[src/rtl/frl_pkg.sv]
// Purpose: shared constants for the fan ramp-rate limiter
// Assumes: 8-bit register port, 40 MHz MCLK
// Notes:   offsets are byte addresses on the register port
package frl_pkg;

  // ==========================================================
  // register offsets
  localparam logic [7:0] A_DUTY1  = 8'h30;
  localparam logic [7:0] A_DUTY2  = 8'h31;
  localparam logic [7:0] A_DUTY3  = 8'h32;
  localparam logic [7:0] A_CEIL1  = 8'h38;
  localparam logic [7:0] A_CEIL2  = 8'h39;
  localparam logic [7:0] A_CEIL3  = 8'h3A;
  localparam logic [7:0] A_SETUP1 = 8'h5C;
  localparam logic [7:0] A_SETUP2 = 8'h5D;
  localparam logic [7:0] A_SETUP3 = 8'h5E;
  localparam logic [7:0] A_CTRL_A = 8'h62;
  localparam logic [7:0] A_CTRL_B = 8'h63;

  // ==========================================================
  // reset values
  localparam logic [7:0] R_DUTY  = 8'h00;
  localparam logic [7:0] R_CEIL  = 8'hFF;
  localparam logic [7:0] R_SETUP = 8'h82;
  localparam logic [7:0] R_CTRL  = 8'h00;

  // ==========================================================
  // field positions
  localparam int         SLOW_BIT    = 3;
  localparam int         MODE_LSB    = 5;
  localparam logic [2:0] MODE_MANUAL = 3'h7;
  localparam int         SMOOTH1_BIT = 3;
  localparam int         SEL1_LSB    = 0;
  localparam int         SMOOTH2_BIT = 7;
  localparam int         SEL2_LSB    = 4;
  localparam int         SMOOTH3_BIT = 3;
  localparam int         SEL3_LSB    = 0;

  // ==========================================================
  // timing
  localparam int SLOTS        = 255;
  localparam int SLOW_FACTOR  = 4;
  localparam int FULL_RAMP_US = 35000000;
  localparam int CLK_MHZ      = 40;
  localparam int UPDATE_US    = FULL_RAMP_US / SLOTS;
  localparam int UPDATE_CYC   = UPDATE_US * CLK_MHZ;

  // ==========================================================
  // step size in time slots per select code
  function automatic logic [7:0] frl_step(input logic [2:0] code);
    logic [7:0] s;
    s = 8'h01;
    case (code)
      3'h0:    s = 8'h01;
      3'h1:    s = 8'h02;
      3'h2:    s = 8'h03;
      3'h3:    s = 8'h05;
      3'h4:    s = 8'h08;
      3'h5:    s = 8'h0C;
      3'h6:    s = 8'h18;
      default: s = 8'h30;
    endcase
    return s;
  endfunction

endpackage

[src/rtl/frl_top.sv]
// Purpose: ramp-rate limiter for three fan duty outputs
// Assumes: AUTO_DUTYn come from control logic on MCLK
// Notes:   one duty slot is 1/255 of the fan drive period
// How it works
// - channel 1 step select is bits 2:0 of control A
// - channel 3 step select is bits 2:0 of control B
// - channel 2 step select is bits 6:4 of control B
// - codes 0..7 give steps 1,2,3,5,8,12,24,48 slots
// - unslowed full ramp lasts 35 s down to 0.8 s by code
// - a one-slot step ramps 0 to full in about 35 s
// - manual duty writes are ramped the same way
// - channel 1 setup bit 3 slows its ramp by four
// - channel 2 setup bit 3 slows its ramp by four
// - channel 3 setup bit 3 slows its ramp by four
// - slowed full ramp lasts 140 s down to 3.2 s
// - ramp keeps climbing while target stays above duty
// - control A bit 3 enables smoothing on channel 1
// - control B bit 7 enables channel 2, bit 3 channel 3
// - each update moves duty one step toward target
// - duty counts in slots, 255 to a full period
//
// The address-and-strobe port is this design's own decision.
`timescale 1ns/100ps
`default_nettype none
module frl_top
  import frl_pkg::*;
#(
  parameter int UPDATE_CYCLES = UPDATE_CYC
)(
  input  wire logic       MCLK,
  input  wire logic       SRST,
  input  wire logic [7:0] ADDR,
  input  wire logic [7:0] WDATA,
  input  wire logic       WR,
  input  wire logic       RD,
  output var  logic [7:0] RDATA,
  input  wire logic [7:0] AUTO_DUTY1,
  input  wire logic [7:0] AUTO_DUTY2,
  input  wire logic [7:0] AUTO_DUTY3,
  output var  logic [7:0] DUTY1,
  output var  logic [7:0] DUTY2,
  output var  logic [7:0] DUTY3
);

  // ==========================================================
  // declarations
  logic [7:0]  ctrl_a_q;
  logic [7:0]  ctrl_b_q;
  logic [7:0]  man_q   [3];
  logic [7:0]  ceil_q  [3];
  logic [7:0]  setup_q [3];
  logic [7:0]  auto_in [3];
  logic [7:0]  duty    [3];
  logic [7:0]  tgt     [3];
  logic [7:0]  tgt_eff [3];
  logic [2:0]  sel     [3];
  logic        smooth  [3];
  logic        slow    [3];
  logic        manual  [3];
  logic        upd     [3];
  logic [7:0]  a_duty  [3];
  logic [7:0]  a_ceil  [3];
  logic [7:0]  a_setup [3];
  logic [31:0] tick_cnt_q;
  logic        tick;
  logic [7:0]  rdata_d;
  logic [7:0]  rdata_q;

  assign auto_in[0] = AUTO_DUTY1;
  assign auto_in[1] = AUTO_DUTY2;
  assign auto_in[2] = AUTO_DUTY3;
  assign a_duty[0]  = A_DUTY1;
  assign a_duty[1]  = A_DUTY2;
  assign a_duty[2]  = A_DUTY3;
  assign a_ceil[0]  = A_CEIL1;
  assign a_ceil[1]  = A_CEIL2;
  assign a_ceil[2]  = A_CEIL3;
  assign a_setup[0] = A_SETUP1;
  assign a_setup[1] = A_SETUP2;
  assign a_setup[2] = A_SETUP3;

  // ==========================================================
  // shared smoothing control registers
  always_ff @(posedge MCLK) begin
    if (SRST) begin
      ctrl_a_q <= R_CTRL;
    end else if (WR && ADDR == A_CTRL_A) begin
      ctrl_a_q <= WDATA;
    end
  end

  always_ff @(posedge MCLK) begin
    if (SRST) begin
      ctrl_b_q <= R_CTRL;
    end else if (WR && ADDR == A_CTRL_B) begin
      ctrl_b_q <= WDATA;
    end
  end

  // ==========================================================
  // per-channel field extraction
  assign smooth[0] = ctrl_a_q[SMOOTH1_BIT];
  assign smooth[1] = ctrl_b_q[SMOOTH2_BIT];
  assign smooth[2] = ctrl_b_q[SMOOTH3_BIT];
  assign sel[0]    = ctrl_a_q[SEL1_LSB +: 3];
  assign sel[1]    = ctrl_b_q[SEL2_LSB +: 3];
  assign sel[2]    = ctrl_b_q[SEL3_LSB +: 3];

  // ==========================================================
  // update timer, one slot step per interval
  always_ff @(posedge MCLK) begin
    if (SRST) begin
      tick_cnt_q <= 32'h0000_0000;
    end else if (tick_cnt_q == 32'(UPDATE_CYCLES - 1)) begin
      tick_cnt_q <= 32'h0000_0000;
    end else begin
      tick_cnt_q <= tick_cnt_q + 32'h0000_0001;
    end
  end

  // 255 updates of one slot span the full ramp
  assign tick = (tick_cnt_q == 32'(UPDATE_CYCLES - 1));

  // ==========================================================
  // channels
  genvar i;
  generate
    for (i = 0; i < 3; i++) begin : g_ch

      // manual duty, ceiling and setup registers
      always_ff @(posedge MCLK) begin
        if (SRST) begin
          man_q[i] <= R_DUTY;
        end else if (WR && ADDR == a_duty[i]) begin
          man_q[i] <= WDATA;
        end
      end

      always_ff @(posedge MCLK) begin
        if (SRST) begin
          ceil_q[i] <= R_CEIL;
        end else if (WR && ADDR == a_ceil[i]) begin
          ceil_q[i] <= WDATA;
        end
      end

      always_ff @(posedge MCLK) begin
        if (SRST) begin
          setup_q[i] <= R_SETUP;
        end else if (WR && ADDR == a_setup[i]) begin
          setup_q[i] <= WDATA;
        end
      end

      assign slow[i]   = setup_q[i][SLOW_BIT];
      assign manual[i] = (setup_q[i][MODE_LSB +: 3] == MODE_MANUAL);

      // manual target goes through the same limiter
      assign tgt[i]     = manual[i] ? man_q[i] : auto_in[i];
      assign tgt_eff[i] = (tgt[i] > ceil_q[i]) ? ceil_q[i] : tgt[i];

      frl_ramp u_ramp (
        .clk    (MCLK),
        .rst    (SRST),
        .tick   (tick),
        .slow   (slow[i]),
        .en     (smooth[i]),
        .code   (sel[i]),
        .target (tgt_eff[i]),
        .duty_q (duty[i]),
        .upd    (upd[i])
      );

      // ========================================================
      // checks on the ramp
      logic [1:0] ticks_q;
      always_ff @(posedge MCLK) begin
        if (SRST) begin
          ticks_q <= 2'h0;
        end else if (tick) begin
          ticks_q <= ticks_q + 2'h1;
        end
      end

      property p_up;
        @(posedge MCLK) disable iff (SRST)
        smooth[i] && upd[i] && tgt_eff[i] > duty[i]
          && (tgt_eff[i] - duty[i]) >= frl_step(sel[i])
          |=> duty[i] == 8'($past(duty[i]) + frl_step($past(sel[i])));
      endproperty
      step_up_a: assert property (p_up)
        else $error("duty did not rise by one step");

      step_down_a: assert property (
        @(posedge MCLK) disable iff (SRST)
        smooth[i] && upd[i] && tgt_eff[i] < duty[i]
          && (duty[i] - tgt_eff[i]) >= frl_step(sel[i])
          |=> duty[i] == 8'($past(duty[i]) - frl_step($past(sel[i]))))
        else $error("duty did not fall by one step");

      snap_target_a: assert property (
        @(posedge MCLK) disable iff (SRST)
        smooth[i] && upd[i] && tgt_eff[i] > duty[i]
          && (tgt_eff[i] - duty[i]) < frl_step(sel[i])
          |=> duty[i] == $past(tgt_eff[i]))
        else $error("duty overshot or missed target");

      hold_between_a: assert property (
        @(posedge MCLK) disable iff (SRST)
        smooth[i] && $past(smooth[i]) && !$past(upd[i])
          |-> duty[i] == $past(duty[i]))
        else $error("duty moved without an update");

      bypass_follow_a: assert property (
        @(posedge MCLK) disable iff (SRST)
        !smooth[i] |=> duty[i] == $past(tgt_eff[i]))
        else $error("duty not following target when off");

      slow_quarter_a: assert property (
        @(posedge MCLK) disable iff (SRST)
        slow[i] && tick |-> upd[i] == (ticks_q == 2'h3))
        else $error("slowed channel updated off the fourth tick");

      upd_on_tick_a: assert property (
        @(posedge MCLK) disable iff (SRST)
        upd[i] |-> tick)
        else $error("update outside timer tick");

      keep_climbing_a: assert property (
        @(posedge MCLK) disable iff (SRST)
        smooth[i] && upd[i] && tgt_eff[i] > duty[i]
          |=> duty[i] > $past(duty[i]))
        else $error("ramp-up interrupted");

      snap_down_a: assert property (
        @(posedge MCLK) disable iff (SRST)
        smooth[i] && upd[i] && tgt_eff[i] < duty[i]
          && (duty[i] - tgt_eff[i]) < frl_step(sel[i])
          |=> duty[i] == $past(tgt_eff[i]))
        else $error("duty undershot or missed target");

      ceil_clamp_a: assert property (
        @(posedge MCLK) disable iff (SRST)
        !smooth[i] |=> duty[i] <= $past(ceil_q[i]))
        else $error("duty above ceiling");

      rd_duty_a: assert property (
        @(posedge MCLK) disable iff (SRST)
        RD && ADDR == a_duty[i] |=> RDATA == $past(duty[i]))
        else $error("read data not the channel duty");

      rd_setup_a: assert property (
        @(posedge MCLK) disable iff (SRST)
        RD && ADDR == a_setup[i] |=> RDATA == $past(setup_q[i]))
        else $error("read data not the channel setup");

      ramp_up_c: cover property (
        @(posedge MCLK) disable iff (SRST)
        smooth[i] && upd[i] && tgt_eff[i] > duty[i]);

      ramp_down_c: cover property (
        @(posedge MCLK) disable iff (SRST)
        smooth[i] && upd[i] && tgt_eff[i] < duty[i]);

      slow_upd_c: cover property (
        @(posedge MCLK) disable iff (SRST)
        slow[i] && upd[i] && smooth[i]);

      manual_ramp_c: cover property (
        @(posedge MCLK) disable iff (SRST)
        manual[i] && smooth[i] && upd[i] && duty[i] != man_q[i]);

    end
  endgenerate

  // ==========================================================
  // timer checks
  tick_spacing_a: assert property (
    @(posedge MCLK) disable iff (SRST)
    tick |=> tick_cnt_q == 32'h0000_0000)
    else $error("timer did not restart after tick");

  // ==========================================================
  // read path, data in the cycle after the strobe
  always_comb begin
    rdata_d = 8'h00;
    case (ADDR)
      A_DUTY1:  rdata_d = duty[0];
      A_DUTY2:  rdata_d = duty[1];
      A_DUTY3:  rdata_d = duty[2];
      A_CEIL1:  rdata_d = ceil_q[0];
      A_CEIL2:  rdata_d = ceil_q[1];
      A_CEIL3:  rdata_d = ceil_q[2];
      A_SETUP1: rdata_d = setup_q[0];
      A_SETUP2: rdata_d = setup_q[1];
      A_SETUP3: rdata_d = setup_q[2];
      A_CTRL_A: rdata_d = ctrl_a_q;
      A_CTRL_B: rdata_d = ctrl_b_q;
      default:  rdata_d = 8'h00;
    endcase
  end

  always_ff @(posedge MCLK) begin
    if (SRST) begin
      rdata_q <= 8'h00;
    end else if (RD) begin
      rdata_q <= rdata_d;
    end else begin
      rdata_q <= 8'h00;
    end
  end

  assign RDATA = rdata_q;
  assign DUTY1 = duty[0];
  assign DUTY2 = duty[1];
  assign DUTY3 = duty[2];

  rd_data_a: assert property (
    @(posedge MCLK) disable iff (SRST)
    RD && ADDR == A_DUTY1 |=> RDATA == $past(duty[0]))
    else $error("read data not the applied duty");

  rd_quiet_a: assert property (
    @(posedge MCLK) disable iff (SRST)
    !RD |=> RDATA == 8'h00)
    else $error("read data outside read cycle");

  wr_ctrl_a: assert property (
    @(posedge MCLK) disable iff (SRST)
    WR && ADDR == A_CTRL_A |=> ctrl_a_q == $past(WDATA))
    else $error("control A write lost");

  wr_ctrl_b_a: assert property (
    @(posedge MCLK) disable iff (SRST)
    WR && ADDR == A_CTRL_B |=> ctrl_b_q == $past(WDATA))
    else $error("control B write lost");

  rd_ctrl_a: assert property (
    @(posedge MCLK) disable iff (SRST)
    RD && ADDR == A_CTRL_B |=> RDATA == $past(ctrl_b_q))
    else $error("read data not control B");

  rd_ctrl_c: cover property (
    @(posedge MCLK) disable iff (SRST)
    WR && ADDR == A_CTRL_B ##1 RD && ADDR == A_CTRL_B);

endmodule
`default_nettype wire

[src/rtl/frl_ramp.sv]
// Purpose: one channel of the duty ramp limiter
// Assumes: tick is a one-cycle pulse from the update timer
// Notes:   en low makes the duty follow the target each cycle
`timescale 1ns/100ps
`default_nettype none
module frl_ramp
  import frl_pkg::*;
(
  input  wire logic       clk,
  input  wire logic       rst,
  input  wire logic       tick,
  input  wire logic       slow,
  input  wire logic       en,
  input  wire logic [2:0] code,
  input  wire logic [7:0] target,
  output var  logic [7:0] duty_q,
  output var  logic       upd
);

  logic [1:0] div_q;
  logic [7:0] step;
  logic [7:0] gap;
  logic [7:0] duty_d;

  // ==========================================================
  // slowdown divider
  always_ff @(posedge clk) begin
    if (rst) begin
      div_q <= 2'h0;
    end else if (tick) begin
      div_q <= div_q + 2'h1;
    end
  end

  // quarter of the ticks when slowed
  assign upd = tick && (!slow || div_q == 2'(SLOW_FACTOR - 1));

  // ==========================================================
  // step toward target
  always_comb begin
    step   = frl_step(code);
    gap    = (target > duty_q) ? target - duty_q : duty_q - target;
    duty_d = duty_q;
    if (!en) begin
      duty_d = target;
    end else if (upd && target != duty_q) begin
      if (gap < step) begin
        duty_d = target;
      end else if (target > duty_q) begin
        duty_d = duty_q + step;
      end else begin
        duty_d = duty_q - step;
      end
    end
  end

  always_ff @(posedge clk) begin
    if (rst) begin
      duty_q <= R_DUTY;
    end else begin
      duty_q <= duty_d;
    end
  end

endmodule
`default_nettype wire

[config.mk]
export PLATFORM = sky130hd
export DESIGN_NAME = frl_top
export DESIGN_NICKNAME = d
export VERILOG_FILES = /design/src/rtl/frl_pkg.sv /design/src/rtl/frl_top.sv /design/src/rtl/frl_ramp.sv
export SDC_FILE = /design/constraint.sdc
export NUM_CORES = 1
export LEC_CHECK = 0
export BUFFER_PORTS_ARGS = -buffer_cell sky130_fd_sc_hd__buf_4
export CELL_PAD_IN_SITES_DETAIL_PLACEMENT = 1
export CELL_PAD_IN_SITES_GLOBAL_PLACEMENT = 1
export CORE_ASPECT_RATIO = 1.25
export CORE_UTILIZATION = 44
export DETAILED_ROUTE_END_ITERATION = 7
export PLACE_DENSITY = 0.81
export SYNTH_ARGS = -nofsm -noshare
export SYNTH_HDL_FRONTEND = slang
export SYNTH_HIERARCHICAL = 1
export SYNTH_SLANG_ARGS = --single-unit
[constraint.sdc]
create_clock -name MCLK -period 5.84 [get_ports MCLK]
set_clock_uncertainty 0.2 [all_clocks]
set_input_delay 0 -clock MCLK [delete_from_list [all_inputs] [get_ports MCLK]]
set_output_delay 0 -clock MCLK [all_outputs]
set_load 0.01 [all_outputs]
==> metrics.txt, run 1 <==
H-Tree Depth=4; Slowest Stage Delay on Critical Path=around 0.46 ns; global router's overall resource usage=0.302; f_max=0.164 GHz; Clk pwr share=0.219; CP required=roughly 6 ns; first-pass GRT wire length=68.1 mm; Starting DRT DRC Count=715; RR Endpoint=g_ch[1].u_ramp/duty_q[6]; Vert. Die Dim=191 um; Synth warnings=6; CP max FO=8; Initial Utilization=0.446; clock buffer depth=2; core box area=28300 sq um; max-cap violations=0; RSZ-0062 raised after global routing=true; Post-Syn Area=12600 sq um; Min Hold Slack=0.120 ns; sequential share of power=0.239; final worst-path cycle share=1.05; Hold Crit Class=input pin to flop; clock-pin slew on the worst setup and hold paths=0.08 ns; full die area=29400 sq um; Post-Route WL=~48 mm; Final Wtd Congestion=approximately 0.95; Final #Nets=1751; WP data arrival=between 6 and 7 ns; P&R area growth vs syn=32.1%; total power=5.46 mW; dpl hpwl=approximately 31 mm; CP Capture Type=flop; CP most frequent cell=buf_6; total gr overflow=0; violated checks=setup timing; Hold Startpoint=ADDR[7]; clock period minus worst slack=between 6 and 7 ns; largest net degree at the start of global routing=62; Sw Ratio=0.397; outcome=finished with violations; via count=11900; Comb pwr share=0.541; PD cells=327 nW/um^2; Worst Setup Slack, final=-0.265 ns; Setup crit start kind=flop; FF-to-FF setup slack=-0.26 ns; syn avg cell area=between 9 and 10 sq um; layout cells sized above 1=0.333; Skew-Pair Late Insertion Delay=0.45 ns; WS Path Type=flop to flop; 1st-pass router iterations=5; Horiz. Die Dim=between 150 and 200 um; Psw=2.16 mW; Antenna Nets Post-Route=0; fin. max-slew vios=0; Int Power=around 3.3 mW; # setup viols final=18; Worst R2R Start=setup_q[1][7]; syn_nets=1528; Fin. Hold Viols=0; Clock Sinks=around 160; CTS tree=done; DP Area=between 10000 and 15000 sq um; Post-Synthesis Cells=approximately 1400; Hold Path Depth=5; peak supply drop=0.000205 V; CTS buffer count=17; R2R depth=26; Leak=just under 7 nW; Worst-Margin Slew=about 1.1 ns; vias per std cell=6.10; critical path's slowest cell=edfxtp_1; clock root buffer=clkbuf_16; Post-Layout Inst Area=16700 sq um; WL per Instance=24.6 um; drt drc=0; Rel. slew slack=0.266; IO Port Bufs=75; row count=69; vias in the first global route=approximately 12000; number of antenna diodes=0; Hold EP=RDATA[2]; initial antenna violation count=0; FILL cells=3146; # IOs=between 70 and 80
worst max path at each step:
stage                       start                        to  slack (ns)  depth (start not counted)
global placement    setup_q[1][5]  g_ch[1].u_ramp/duty_q[6]       -0.36                         25
floorplan           setup_q[0][5]  g_ch[0].u_ramp/duty_q[2]        0.01                         26
CTS                 setup_q[1][6]  g_ch[1].u_ramp/duty_q[4]       -0.13                         27
global route        setup_q[1][5]  g_ch[1].u_ramp/duty_q[4]       -0.47                         28
detailed placement  setup_q[1][5]  g_ch[1].u_ramp/duty_q[4]       -0.48                         25
finish              setup_q[1][7]  g_ch[1].u_ramp/duty_q[6]       -0.26                         26
cells in the final DEF, fill, tap and decap left out, types with 38 or more instances in the layout:
cell and instances:
buf_4 225, inv_1 95, dfxtp_1 86, nor2_1 85, ha_1 72, edfxtp_1 72
nand2_1 71, a21oi_1 65, xnor2_1 47, and2_1 45, nand2b_1 38
power groups by stage:
stage	combinational [mW]	sequential (mW)	clock, mW
finish	2.95	1.31	1.20
global route	3.14	1.31	1.25
CTS	2.48	1.29	1.20
detailed placement	2.21	1.32	0
global placement	2.12	1.31	0
floorplan	1.44	1.28	0
final cells by class:
| type | instances | area [sq um] | area share |
|---|---|---|---|
| Timing Repair Buffer | 273 | 2200 | 0.132 |
| Clock buffer | 17 | 425 | 0.0255 |
| Inverter | 116 | 443 | 0.0266 |
| Sequential cell | 158 | 3880 | 0.233 |
| Tap cell | 355 | 444 | 0.0266 |
| Clock inverter | 15 | 203 | 0.0122 |
| Multi-Input combinational cell | 1020 | 9080 | 0.544 |
metal layers:
metal	vias to the layer above	track usage	part of all wire
met3	174	0.0370	0.049
li1	5359	-	-
met1	5933	0.332	0.37
met4	0	0.168	0.061
met2	447	0.562	0.52
met5	-	0	0
per-stage QoR:
stage	utilization	TNS, ns	cells	setup slack (ns)
after floorplan	-	0	1363	0.0150
after global placement	0.500	-2.51	1846	-0.365
after global routing	0.589	-6.82	1954	-0.469
after CTS	0.557	-0.513	1928	-0.132
final	0.589	-3.02	1954	-0.265
after detailed placement	0.500	-6.01	1846	-0.485
critical path: cells and delay by family (launching register included):
kind	cells	cell delay, ns
and+or+nand+nor	4	0.51
muxes	3	0.96
xor gates and xnor gates	1	0.09
adders and majority gates	3	1.02
buffers and inverters	4	0.61
DFF	1	0.46
AOI/OAI and AO/OA	11	2.13
sequential cells by signal, summed over array words and instances, names as in the netlist:
signal              cells
man_q                  24
RDATA                   8
ctrl_b_q                8
ceil_q                 24
ctrl_a_q                8
g_ch.u_ramp/duty_q     24
g_ch.u_ramp/div_q       6
setup_q                24
tick_cnt_q             32
timing repair:
item	CTS	global route
hold buffers	24	0
resized for setup	102	131
setup buffers	24	26
endpoints found under the hold margin	103	0
pin swaps	41	80
cloned	2	0
endpoints found under the setup margin	24	24
Note: power is estimated with default switching activity, not from simulation.
==> run 2: changes to the inputs <==
- ABC_AREA: unset -> 1
- BUFFER_PORTS_ARGS: -buffer_cell sky130_fd_sc_hd__buf_4 -> unset
- CORE_UTILIZATION: 44 -> 43
- DONT_BUFFER_PORTS: unset -> 1
==> run 2 against run 1 <==
  * The run now ends clean
  * Setup slack improved by 0.63 ns
  * Design area decreased by 13%
  * Non-clock buffer count down 215
  * Count of clock-buffer cells in the layout grew 1
  * Hold slack lost 0.11 ns
  * Combinational power fell by 40%
  * Clock power fell by 5%
  * Sequential power about the same
  * Power is 23% lower
  * Cell count rose by 19%
  * First-iteration DRC count is 8.1% lower
  * Critical endpoint is now g_ch[2].u_ramp/duty_q[5]
  * Highest routed layer is now met5
==> metrics.txt, run 2 <==
CP max FO=16 (was 8); Synth warnings=6 (unchanged); vias in the first global route=13100 (was 12400); syn avg cell area=6.93 sq um (was 9.27 sq um); CTS buffer count=17 (unchanged); Skew-Pair Late Insertion Delay=0.44 ns (was 0.45 ns); Fin. Hold Viols=0 (unchanged); FILL cells=3902 (was 3146); RSZ-0062 raised after global routing=false (was true); final worst-path cycle share=0.937 (was 1.05); Leak=6.82 nW (was 6.75 nW); Horiz. Die Dim=158 um (was 154 um); R2R depth=34 (was 26); f_max=0.183 GHz (was 0.164 GHz); # setup viols final=0 (was 18); WS Path Type=flop to flop (unchanged); CP most frequent cell=nand2_1 (was buf_6); Cell variety after synth=between 40 and 50; Hold Path Depth=8 (was 5); WP data arrival=5.66 ns (was 6.25 ns); Synth Flop Type=dfxtp_1; Min Hold Slack=0.00559 ns (was 0.120 ns); full die area=31000 sq um (was 29400 sq um); Slowest Stage Delay on Critical Path=0.45 ns (was 0.46 ns); Post-synth EDFFs=72; # IOs=76 (unchanged); asr flop ratio synth=0; Hold Crit Class=input pin to flop (unchanged); row count=70 (was 69); top cells by area, synth=edfxtp_1 17%, nand2_1 14%, dfxtp_1 13%, ha_1 11%, inv_1 8.3%; CTS tree=done (unchanged); initial antenna violation count=2 (was 0); Post-Synthesis Cells=1880 (was 1363); Final Wtd Congestion=0.886 (was 0.954); 1st-pass router iterations=5 (unchanged); Fin Setup TNS=0 ns (was -3.02 ns); fin. max-slew vios=0 (unchanged); clock period minus worst slack=5.47 ns (was 6.10 ns); layout cells sized above 1=0.0911 (was 0.333); area share of the largest cell type after synthesis=0.166; most instantiated cells after synthesis=487 x nand2_1, 288 x inv_1, 200 x nand3_1; PD cells=290 nW/um^2 (was 327 nW/um^2); clock buffer depth=2 (unchanged); Clk pwr share=0.272 (was 0.219); peak supply drop=0.000168 V (was 0.000205 V); total power=4.21 mW (was 5.46 mW); global router's overall resource usage=0.290 (was 0.302); Starting DRT DRC Count=657 (was 715); area leader, netlist=edfxtp_1; syn_nets=2045 (was 1528); IO Port Bufs=0 (was 75); Antenna Nets Post-Route=0 (unchanged); Sw Ratio=0.410 (was 0.397); Post-Syn Area=13000 sq um (was 12600 sq um); total gr overflow=0 (unchanged); CP Capture Type=flop (unchanged); first-pass GRT wire length=68.8 mm (was 68.1 mm); Int Power=2.49 mW (was 3.29 mW); outcome=complete, no violations (was finished with violations); dpl hpwl=33.9 mm (was 31.1 mm); commonest non-fill, non-tap cells in the layout=483 x nand2_1, 288 x inv_1, 197 x nand3_1 (was 225 x buf_4, 95 x inv_1, 86 x dfxtp_1); Worst-Margin Slew=1.21 ns (was 1.10 ns); drt drc=0 (unchanged); Comb pwr share=0.423 (was 0.541); Clock Sinks=158 (unchanged); sequential share of power=0.305 (was 0.239); Initial Utilization=0.441 (was 0.446); Largest register FFs=32 (unchanged); commonest non-fill, non-tap cell in the layout=nand2_1 (was buf_4); clock-pin slew on the worst setup and hold paths=0.07 ns (was 0.08 ns); H-Tree Depth=4 (unchanged); FF+latch count, synth=158; core box area=29500 sq um (was 28300 sq um); Vert. Die Dim=197 um (was 191 um); register area share after synthesis=0.298; Most flops, register=tick_cnt_q (unchanged); Final #Nets=2084 (was 1751); CP required=6.03 ns (was 5.98 ns); Psw=1.73 mW (was 2.16 mW); max-cap violations=0 (unchanged); vias per std cell=5.38 (was 6.10); largest net degree at the start of global routing=47 (was 62); via count=12500 (was 11900); Rel. slew slack=0.194 (was 0.266); count leader, synth=nand2_1; clock root buffer=clkbuf_16 (unchanged); Setup crit start kind=flop (unchanged); critical path's slowest cell=edfxtp_1 (unchanged); P&R area growth vs syn=11.3% (was 32.1%); WL per Instance=18.9 um (was 24.6 um); Post-Route WL=43.9 mm (was 48.2 mm)
[run 2: changes by cell type in the layout (fill, tap and decap cells not counted), moves of 31 or more]
cell      change
ha_1         +40
buf_4       -197
nand2b_1     -38
o21ai_0      +57
and2_1       -45
mux2i_1      -31
a21oi_1      +46
ha_4         -34
inv_1       +193
nand2_1     +412
nand3_1     +163
nor2_1       +87
xnor2_1      -32
[run 2: final cells by class]
type	instances	area, sq um	area share
multi-input combinational	1376	7860	0.542
sequential	158	3880	0.268
inverter	308	1160	0.0803
timing repair buffer	58	510	0.0352
tap	396	495	0.0342
clock buffer	18	429	0.0296
clock inverter	14	158	0.0109
antenna	1	2.50	0.000173
[run 2: final timing paths]
kind / slack [ns] / to / startpoint
worst max-delay path: 0.37 / g_ch[2].u_ramp/duty_q[5] / setup_q[2][7]
worst min-delay path: 0.006 / g_ch[2].u_ramp/duty_q[6] / AUTO_DUTY3[6]
worst max register to register: 0.37 / g_ch[2].u_ramp/duty_q[5] / setup_q[2][7]
worst min register to register: 0.25 / tick_cnt_q[0] / tick_cnt_q[0]
[run 2: through the flow]
step           instance area [sq um]  utilization  cells  setup slack, ns
2_1_floorplan                  13000            -   1880            0.649
4_1_cts                        14300        0.486   2317          0.00374
3_3_place_gp                   13400        0.455   2255          0.00303
6_report                       14500        0.491   2329            0.368
5_1_grt                        14500        0.491   2328          0.00408
3_5_place_dp                   13400        0.455   2255           -0.251
[run 2: cell families (layout without fill, tap and decap cells)]
family,after synthesis,after routing,share of synthesized area
xor+xnor,43,43,0.0289
flops,158,158,0.298
simple gates,964,965,0.338
buf+inv,347,398,0.106
compound gates,226,226,0.0894
other cells,0,1,0
fa+ha+maj,121,121,0.121
mux,21,21,0.0182
[run 2: power by group through the flow]
stage          clock, mW  combinational (mW)  sequential (mW)
2_1_floorplan          0                1.29             1.27
6_report            1.14                1.78             1.28
3_5_place_dp           0                1.70             1.31
3_3_place_gp           0                1.62             1.30
4_1_cts             1.16                1.74             1.28
5_1_grt             1.20                2.00             1.29
[run 2: layer usage]
metal / vias to the layer above / part of all wire / GRT usage
met1: 6034 / 0.40 / 0.321
met3: 98 / 0.039 / 0.0424
met2: 274 / 0.52 / 0.539
li1: 6128 / - / -
met4: 2 / 0.040 / 0.131
met5: - / 0.00030 / 0
[run 2: critical path, delay by kind of cell, from the launching register on]
family	cells	cell delay, ns
flip-flops	1	0.45
XOR/XNOR	1	0.23
AND/OR/NAND/NOR	20	2.14
adder cells (fa/ha/maj)	4	1.14
buffers and inverters	4	0.27
multiplexers	1	0.38
AO/OA/AOI/OAI	4	0.60
[run 2: what timing repair did]
item / 4_1_cts / 5_1_grt
setup buffers: 0 / 10
pin swaps: 0 / 4
hold buffers: 30 / 0
endpoints found under the hold margin: 150 / 0
endpoints found under the setup margin: 11 / 24
gates resized for setup: 5 / 22
gates cloned: 0 / 1
